[src/rtl/vas_pkg.sv]
// Purpose: Constants shared by the vendor alert and swap detect block
// Assumes: Byte-wide register port, 8-bit offsets
// Notes: Offsets are the printed register addresses
package vas_pkg;
    localparam logic [7:0] VAS_ADDR_ARM = 8'hB2;
    localparam logic [7:0] VAS_ADDR_FLAGS = 8'hB3;
    localparam logic [7:0] VAS_ADDR_MASKS = 8'hB4;
    localparam logic [7:0] VAS_RST_ARM = 8'h00;
    localparam logic [6:0] VAS_RST_FLAGS = 7'h00;
    localparam logic [6:0] VAS_RST_MASKS = 7'h7F;
    localparam logic [7:0] VAS_RST_RDATA = 8'h00;
    localparam int VAS_NFLAG = 7;
    // Flag bit positions
    localparam int VAS_BIT_SWAP_RX = 0;
    localparam int VAS_BIT_SWAP_TX = 1;
    localparam int VAS_BIT_OVERTEMP = 2;
    localparam int VAS_BIT_SUPPLY = 3;
    localparam int VAS_BIT_IN_ONE = 4;
    localparam int VAS_BIT_IN_TWO = 5;
    localparam int VAS_BIT_DISCH = 6;
    localparam int VAS_BIT_ARM = 0;
endpackage
[src/rtl/vas_alert_regs.sv]
// Purpose: Swap detect arm, vendor alert flags and masks with interrupt
// Assumes: Host register port is a simple byte read/write strobe port
// Assumes: Level and pulse sources are synchronous to clk_sys
// Notes: Event inputs are one-cycle pulses except the two input levels
// Notes: A held pulse input sets its flag again on every cycle, so
// a host clear only sticks once the source has gone quiet
//
// What this block does
// - Bit 0 at B2h: write one arms detection
// - Detected swap clears the arm bit
// - Alert flags reset zero, write-one clears
// - Discharge success sets alert bit 6
// - Second input change sets alert bit 5
// - First input change sets alert bit 4
// - Supply detect change sets alert bit 3
// - Over-temperature sets alert bit 2
// - Swap sent on input low sets bit 1
// - Swap request received sets alert bit 0
// - Mask at B4h, one unmasks, reset 7Fh
`timescale 1ns/10ps
module vas_alert_regs (
    // Clock, reset and host register port
    input wire logic clk_sys,
    input wire logic rst,
    input wire logic regWrite,
    input wire logic regRead,
    input wire logic [7:0] regAddr,
    input wire logic [7:0] regWdata,
    output logic [7:0] regRdata,
    // Event sources from the port logic
    input wire logic dischargeDone,
    input wire logic inputTwoLevel,
    input wire logic inputOneLevel,
    input wire logic supplyDetectChange,
    input wire logic overTemp,
    input wire logic swapSent,
    input wire logic swapDetected,
    // Status towards the swap logic and the host
    output logic swapDetectEnable,
    output logic alertIrq
);
    import vas_pkg::*;

    // Register map, one byte per offset:
    //   B2h bit 0 arms swap detection, upper bits read zero
    //   B3h bits 6..0 alert flags, write one to clear
    //   B4h bits 6..0 masks, a one lets the flag reach the interrupt
    //   Other offsets ignore writes and read as zero

    // Reads are registered: a read and a clear in one cycle return
    // the flags as they stood before the clear

    // Write strobes per register, plus arm set and clear terms
    logic armWr;
    logic flagWr;
    logic maskWr;
    logic armSet;
    logic armClr;

    // Change pulses from the two level inputs
    logic inTwoChg;
    logic inOneChg;

    // Event sources in flag order, clear strobes and live alerts
    logic [VAS_NFLAG-1:0] events;
    logic [VAS_NFLAG-1:0] clrBits;
    logic [VAS_NFLAG-1:0] pending;

    // Register state and next values
    logic arm_r;
    logic arm_nxt;
    logic [VAS_NFLAG-1:0] flags_r;
    logic [VAS_NFLAG-1:0] flags_nxt;
    logic [VAS_NFLAG-1:0] masks_r;
    logic [VAS_NFLAG-1:0] masks_nxt;
    logic [7:0] rdata_r;
    logic [7:0] rdata_nxt;

    // Address decode, reused for every write strobe
    function automatic logic hit(input logic [7:0] a, input logic [7:0] r);
        hit = (a == r);
    endfunction

    // Pads a flag-wide field to a byte; bit 7 always reads zero
    function automatic logic [7:0] pad_byte(input logic [6:0] v);
        pad_byte = {1'b0, v};
    endfunction

    assign armWr = regWrite && hit(regAddr, VAS_ADDR_ARM);
    assign flagWr = regWrite && hit(regAddr, VAS_ADDR_FLAGS);
    assign maskWr = regWrite && hit(regAddr, VAS_ADDR_MASKS);

    // Level inputs turned into change pulses
    // The first sample after reset raises no pulse
    vas_change_detect u_in_two (
        .clk_sys(clk_sys),
        .rst(rst),
        .level(inputTwoLevel),
        .changed(inTwoChg)
    );
    vas_change_detect u_in_one (
        .clk_sys(clk_sys),
        .rst(rst),
        .level(inputOneLevel),
        .changed(inOneChg)
    );

    // Gather event sources into flag positions
    // Level inputs enter as change pulses, the rest as they come
    always_comb begin
        events = '0;
        events[VAS_BIT_DISCH] = dischargeDone;
        events[VAS_BIT_IN_TWO] = inTwoChg;
        events[VAS_BIT_IN_ONE] = inOneChg;
        events[VAS_BIT_SUPPLY] = supplyDetectChange;
        events[VAS_BIT_OVERTEMP] = overTemp;
        events[VAS_BIT_SWAP_TX] = swapSent;
        events[VAS_BIT_SWAP_RX] = swapDetected;
    end

    // Per-flag clear strobes; a zero bit in the written byte keeps it
    generate
        for (genvar g = 0; g < VAS_NFLAG; g++) begin : g_clr
            assign clrBits[g] = flagWr && regWdata[g];
        end
    endgenerate

    // Arm is set only by a written one; any detected swap disarms
    assign armSet = armWr && regWdata[VAS_BIT_ARM];
    assign armClr = swapDetected;

    // Arm bit: writing zero does nothing; a detect beats a write, so a
    // swap in the arming cycle leaves detection off and needs a re-arm
    always_comb begin
        arm_nxt = arm_r;
        if (armSet) begin
            arm_nxt = 1'b1;
        end
        if (armClr) begin
            arm_nxt = 1'b0;
        end
    end

    // Arm register
    always_ff @(posedge clk_sys) begin
        if (rst) begin
            arm_r <= VAS_RST_ARM[0];
        end else begin
            arm_r <= arm_nxt;
        end
    end

    // Flags: set beats clear so no event is lost in the clear cycle
    // A held pulse source therefore keeps its flag set against clears
    always_comb begin
        flags_nxt = flags_r & ~clrBits;
        flags_nxt = flags_nxt | events;
    end

    // Flag register; nothing pends out of reset
    always_ff @(posedge clk_sys) begin
        if (rst) begin
            flags_r <= VAS_RST_FLAGS;
        end else begin
            flags_r <= flags_nxt;
        end
    end

    // Masks: plain read/write; bit 7 of the written byte is dropped
    // Masking hides a flag from the interrupt but never clears it
    always_comb begin
        masks_nxt = masks_r;
        if (maskWr) begin
            masks_nxt = regWdata[VAS_NFLAG-1:0];
        end
    end

    // Mask register; every source reaches the interrupt out of reset
    always_ff @(posedge clk_sys) begin
        if (rst) begin
            masks_r <= VAS_RST_MASKS;
        end else begin
            masks_r <= masks_nxt;
        end
    end

    // Read mux; reserved bits and unmapped offsets read zero. Data is
    // held between reads, so the host may pick it up late.
    always_comb begin
        rdata_nxt = rdata_r;
        if (regRead) begin
            unique case (regAddr)
                VAS_ADDR_ARM: rdata_nxt = {7'h00, arm_r};
                VAS_ADDR_FLAGS: rdata_nxt = pad_byte(flags_r);
                VAS_ADDR_MASKS: rdata_nxt = pad_byte(masks_r);
                default: rdata_nxt = 8'h00;
            endcase
        end
    end

    // Read data register
    always_ff @(posedge clk_sys) begin
        if (rst) begin
            rdata_r <= VAS_RST_RDATA;
        end else begin
            rdata_r <= rdata_nxt;
        end
    end

    // Alerts that are both raised and unmasked
    assign pending = flags_r & masks_r;

    // Data outputs straight from flip-flops
    assign regRdata = rdata_r;
    assign swapDetectEnable = arm_r;

    // Interrupt is a plain OR of registered state, so it drops on the
    // very edge that clears or masks the last pending flag; no extra
    // flop means the host never sees a stale request after its clear
    assign alertIrq = |pending;
endmodule

[src/rtl/vas_change_detect.sv]
// Purpose: Flags a change of a level input as a one-cycle pulse
// Assumes: Input is synchronous to clk_sys
// Notes: First sample after reset is taken without raising a pulse
`timescale 1ns/10ps
module vas_change_detect (
    input wire logic clk_sys,
    input wire logic rst,
    input wire logic level,
    output logic changed
);
    logic prev_r;
    logic prev_nxt;
    logic primed_r;
    logic primed_nxt;

    // Remember last level; hold off until one sample is known
    always_comb begin
        prev_nxt = level;
        primed_nxt = 1'b1;
    end

    always_ff @(posedge clk_sys) begin
        if (rst) begin
            prev_r <= 1'b0;
            primed_r <= 1'b0;
        end else begin
            prev_r <= prev_nxt;
            primed_r <= primed_nxt;
        end
    end

    assign changed = primed_r && (level != prev_r);
endmodule

[config.mk]
export PLATFORM = sky130hd
export DESIGN_NAME = vas_alert_regs
export DESIGN_NICKNAME = d
export VERILOG_FILES = /design/src/rtl/vas_pkg.sv /design/src/rtl/vas_alert_regs.sv /design/src/rtl/vas_change_detect.sv
export SDC_FILE = /design/constraint.sdc
export NUM_CORES = 1
export LEC_CHECK = 0
export BUFFER_PORTS_ARGS = -buffer_cell sky130_fd_sc_hd__buf_2
export CAP_MARGIN = 20
export CORE_ASPECT_RATIO = 2
export CORE_MARGIN = 3
export CORE_UTILIZATION = 45
export CTS_BUF_LIST = sky130_fd_sc_hd__clkbuf_16
export DETAILED_ROUTE_END_ITERATION = 10
export PLACE_DENSITY = 0.83
export SYNTH_ARGS = -nofsm -noshare
export SYNTH_HDL_FRONTEND = slang
export SYNTH_HIERARCHICAL = 1
export SYNTH_SLANG_ARGS = --single-unit
[constraint.sdc]
create_clock -name clk_sys -period 1 [get_ports clk_sys]
set_clock_uncertainty 0.1 [all_clocks]
set_input_delay 0.1 -clock clk_sys [delete_from_list [all_inputs] [get_ports clk_sys]]
set_output_delay 0.1 -clock clk_sys [all_outputs]
set_load 0.1 [all_outputs]
Word-level counts from Yosys, hierarchy flattened
Index checks and enable logic that the tools add are counted.
- register bits after elaboration: 26
- output and inout bits: 10
- logic and storage cells: 33
- eq/ne operators: 5
- muxes and demuxes: 2
- bitwise gates (word level): 4
- reduce and logical (&&, ||, !) cells: 15
- operator list (cell ; count):
    $eq A8 B8 Y1 const B ; 3
    $pmux W7 S3 ; 1
    $and A7 B7 Y7 ; 2
    $logic_and A1 B1 Y1 ; 13
    $not A7 Y7 ; 1
    $or A7 B7 Y7 ; 1
    $reduce_or A7 Y1 ; 1
    $ne A1 B1 Y1 ; 2
    $reduce_or A2 Y1 ; 1
    $mux W1 ; 1

Logic depth before layout (Yosys ltp)
- depth in word-level cells: 6
- gate-level depth with buffers: 4

Modules after synthesis
Netlist, hierarchy kept.
- by module, submodules not included (module ; times used ; cells an instance ; area each (sq um)):
    vas_alert_regs ; 1 ; 109 ; 1062.3
    vas_change_detect ; 2 ; 6 ; 65.1

Worst setup path after synthesis
Ideal clock, no wire load.
- kind: reg-to-reg
- from: register arm_r (netlist: swapDetectEnable)
- to: register rdata_r[0] (netlist: regRdata[0])
- setup time: 0.086 ns
- data arrival time: 1.494 ns
- slack: -0.680 ns
- stages on the path, launching flop included: 4
- buffers on the path: 0
- period minus slack after synthesis: 1.680 ns
- cell sequence: dfxtp_1 -> mux2_2 -> a221oi_1 -> a211oi_1
- cells in the longest elaborated chain, start to end: 1
- ends and longest elaborated chain (element ; RTL line ; source):
    start: declaration ; vas_alert_regs.sv:70 ; logic arm_r;
    start signal: assignment ; vas_alert_regs.sv:147 ; arm_r <= VAS_RST_ARM[0];
    start signal: assignment ; vas_alert_regs.sv:149 ; arm_r <= arm_nxt;
    $pmux W7 S3 ; vas_alert_regs.sv:192 ; unique case (regAddr)
    end signal: assignment ; vas_alert_regs.sv:206 ; rdata_r <= rdata_nxt;
    end: declaration ; vas_alert_regs.sv:76 ; logic [7:0] rdata_r;
Every way passes these cells.
A chain may end at the register's enable or synchronous reset.

Worst setup path in the final report
- from: register masks_r[6]
- to: output alertIrq
- cells in the longest elaborated chain, start to end: 2
- ends and longest elaborated chain (element ; RTL line ; source):
    start: declaration ; vas_alert_regs.sv:74 ; logic [VAS_NFLAG-1:0] masks_r;
    start signal: assignment ; vas_alert_regs.sv:183 ; masks_r <= masks_nxt;
    $and A7 B7 Y7 ; vas_alert_regs.sv:211 ; assign pending = flags_r & masks_r;
    $reduce_or A7 Y1 ; vas_alert_regs.sv:220 ; assign alertIrq = |pending;
    end: declaration ; vas_alert_regs.sv:40 ; output logic alertIrq
Every way passes these cells.

==> out/qor.yml <==
status: "complete, but fails checks"
violations: "setup timing"
cap_violations: 0
vias: 1147
drt_iter0_drc: 48
grt_max_degree: 21
clockRootBuffer: "clkbuf_16"
hold_ws_ns: 0.00169
layout.nets: 207
dr.pass1.iters: 4
leakagePower_nw: 0.853
coreArea_um2: 2440
ys.warnings.count: 6
syn_area_um2: 1190
grt.overflow.total: 0
synthTopCellsByArea: "dfxtp_1 (44%), nor2_1 (6.6%), mux2i_1 (5.9%), nor2b_1 (5.2%), a311oi_1 (5.1%)"
clk_latency_ns: 0.25
viasPerCell: 5.57
synthMostInstantiatedCell: "dfxtp_1"
grt_pass1_vias: 1249
initial_core_util_pct: 48.9
grt_use_met1_pct: 22.3
reg2regPathDepth: 3
setup_violations: 8
hold_viol_final: 0
yosysUniqueCellTypes: 29
cts_buffers: 3
synth_common_cells: "dfxtp_1 (26), nor2_1 (21), nor2b_1 (10)"
ir_worst_vdd_v: 0.00109
layout_min_cycle_time_ns: 1.59
top_usage_layer: "met2"
n_antenna_cell: 0
final_antenna_net_count: 0
start_kind: "flip-flop"
use_met2_pct: 41.1
worstSetupPathType: "reg -> out"
synth_nets: 148
area_growth_pct: 69.3
numClockSinks: 26
cts_tree: "built"
hp-start: "regWdata[1]"
drive_gt1_share_pct: 58.7
synth-seq-cells: 26
fmax_mhz: 630
holdPathStages: 3
synth_top_flop_cell: "dfxtp_1"
use_met3_pct: 2.72
postSynth.asyncResetShare_pct: 0
std_cell_rows: 25
dp_hpwl_mm: 2.45
grt.total_usage_pct: 21.5
whs_endpoint: "masks_r[1]$_SDFFE_PP1P_"
globalplace.congestion: 0.776
setup_slack_ns: -0.587
io_buffer_count: 34
antenna_found_initial: 0
syn_avg_cell_area_um2: 9.85
yosysTopAreaCell: "dfxtp_1"
synth_top_area_share_pct: 43.7
h-tree-depth: 1
wl_mm: 3.63
rrSetupSlack_ns: -0.18
critPathRequiredTime_ns: 0.80
fillers: 131
die_area_um2: 3340
synth_edf_count: 0
r2r_start: "swapDetectEnable$_SDFFE_PP0P_"
hold_path.class: "in -> reg"
rsz0062_at_grt: "true"
clkTransAtPathRegs_ns: 0.07
rr_endpoint: "regRdata[0]$_SDFFE_PP0P_"
io_pins: 37
grt_pass1_wl_mm: 5.64
end_kind: "output port"
drcViolationCount: 0
fin_crit_sh_pct: 159
clockBufferDepth: 2
path_max_fanout: 2
worstPathArrival_ns: 1.39
syn_inst: 121
finalSetupTns_ns: -1.13
die_w_um: 42.4
synth_seq_area_share_pct: 43.7
die_y_um: 78.8
wl_per_cell_um: 17.6
p_per_area_nw_per_um2: 1300
maxSlewViolCount: 0
## power breakdown
group / internal (W) / switching (W) / leakage, nW
combinational: 0.000194 / 0.000209 / 0.582
sequential: 0.00105 / 0.0000171 / 0.220
clock: 0.000796 / 0.000356 / 0.0511
total: 0.00204 / 0.000582 / 0.853
## cells in the final DEF, fill, tap and decap left out, drive strengths merged, types with 4 or more instances in the layout
cell	Yosys	final
buf	3	57
dfxtp	26	26
nor2	21	21
nor2b	10	10
a22oi	8	8
mux2i	7	7
a311oi	7	7
or3b	6	6
o31ai	6	6
and2	4	4
## worst max-delay path: stages (launching register included)
cell	delay (ns)
dfxtp_2	0.32
a222oi_1	0.36
buf_4	0.19
nand3_4	0.08
buf_12	0.18
## flip-flops by register name (all words and copies together), names as in the netlist
signal	flops
u_in_one/prev_r	1
regRdata	7
masks_r	7
flags_r	7
u_in_one/primed_r	1
swapDetectEnable	1
u_in_two/prev_r	1
u_in_two/primed_r	1
## cell families after synthesis
logic type	count (synthesis)	share of synthesized area [%]
buffers and inverters	8	3.04
flip-flops	26	43.7
AND/OR/NAND/NOR	50	25.8
other	1	0.314
XOR/XNOR	2	1.47
multiplexers	8	6.82
AO/OA/AOI/OAI	26	18.9
## cell type report
class / count / area, um2 / share of cell area (%)
Timing Repair Buffer: 60 / 546 / 27.0
Clock inverter: 1 / 30.0 / 1.49
Sequential cell: 26 / 556 / 27.5
Inverter: 2 / 7.51 / 0.372
Multi-Input combinational cell: 87 / 771 / 38.2
Tap cell: 27 / 33.8 / 1.67
Clock buffer: 3 / 75.1 / 3.72
## worst max-delay path by stage
stage,endpoint,from,slack (ns),cells past startpoint
4_1_cts,alertIrq,flags_r[6]$_SDFF_PP0_,-0.60,4
6_report,alertIrq,masks_r[6]$_SDFFE_PP1P_,-0.59,4
3_3_place_gp,alertIrq,masks_r[6]$_SDFFE_PP1P_,-0.38,4
2_1_floorplan,alertIrq,masks_r[6]$_SDFFE_PP1P_,-0.30,2
5_1_grt,alertIrq,masks_r[6]$_SDFFE_PP1P_,-0.66,4
3_5_place_dp,alertIrq,masks_r[6]$_SDFFE_PP1P_,-0.42,4
## timing repair
| item | CTS | global route |
|---|---|---|
| gates resized for setup | 13 | 25 |
| endpoints found under the hold margin | 3 | 0 |
| setup endpoints to repair | 13 | 24 |
| pin swaps | 9 | 17 |
| setup buffers | 0 | 3 |
| hold buffers | 3 | 0 |
| cloned | 0 | 0 |
## per-stage QoR
stage,util [%],power (W),setup WS (ns),instances,instance area (um2)
floorplan,-,0.00126,-0.300,121,1260
global placement,70.8,0.00139,-0.378,198,1730
detailed placement,70.8,0.00141,-0.415,198,1730
CTS,77.9,0.00258,-0.595,204,1900
global route,82.7,0.00271,-0.663,206,2020
finish,82.7,0.00262,-0.587,206,2020
## routing by layer
metal,wire length (um),vias to the layer above
met5,0,-
met4,74,0
met3,109,6
met2,2040,28
met1,1400,555
li1,-,558
Power figures use the tool's default switching activity.
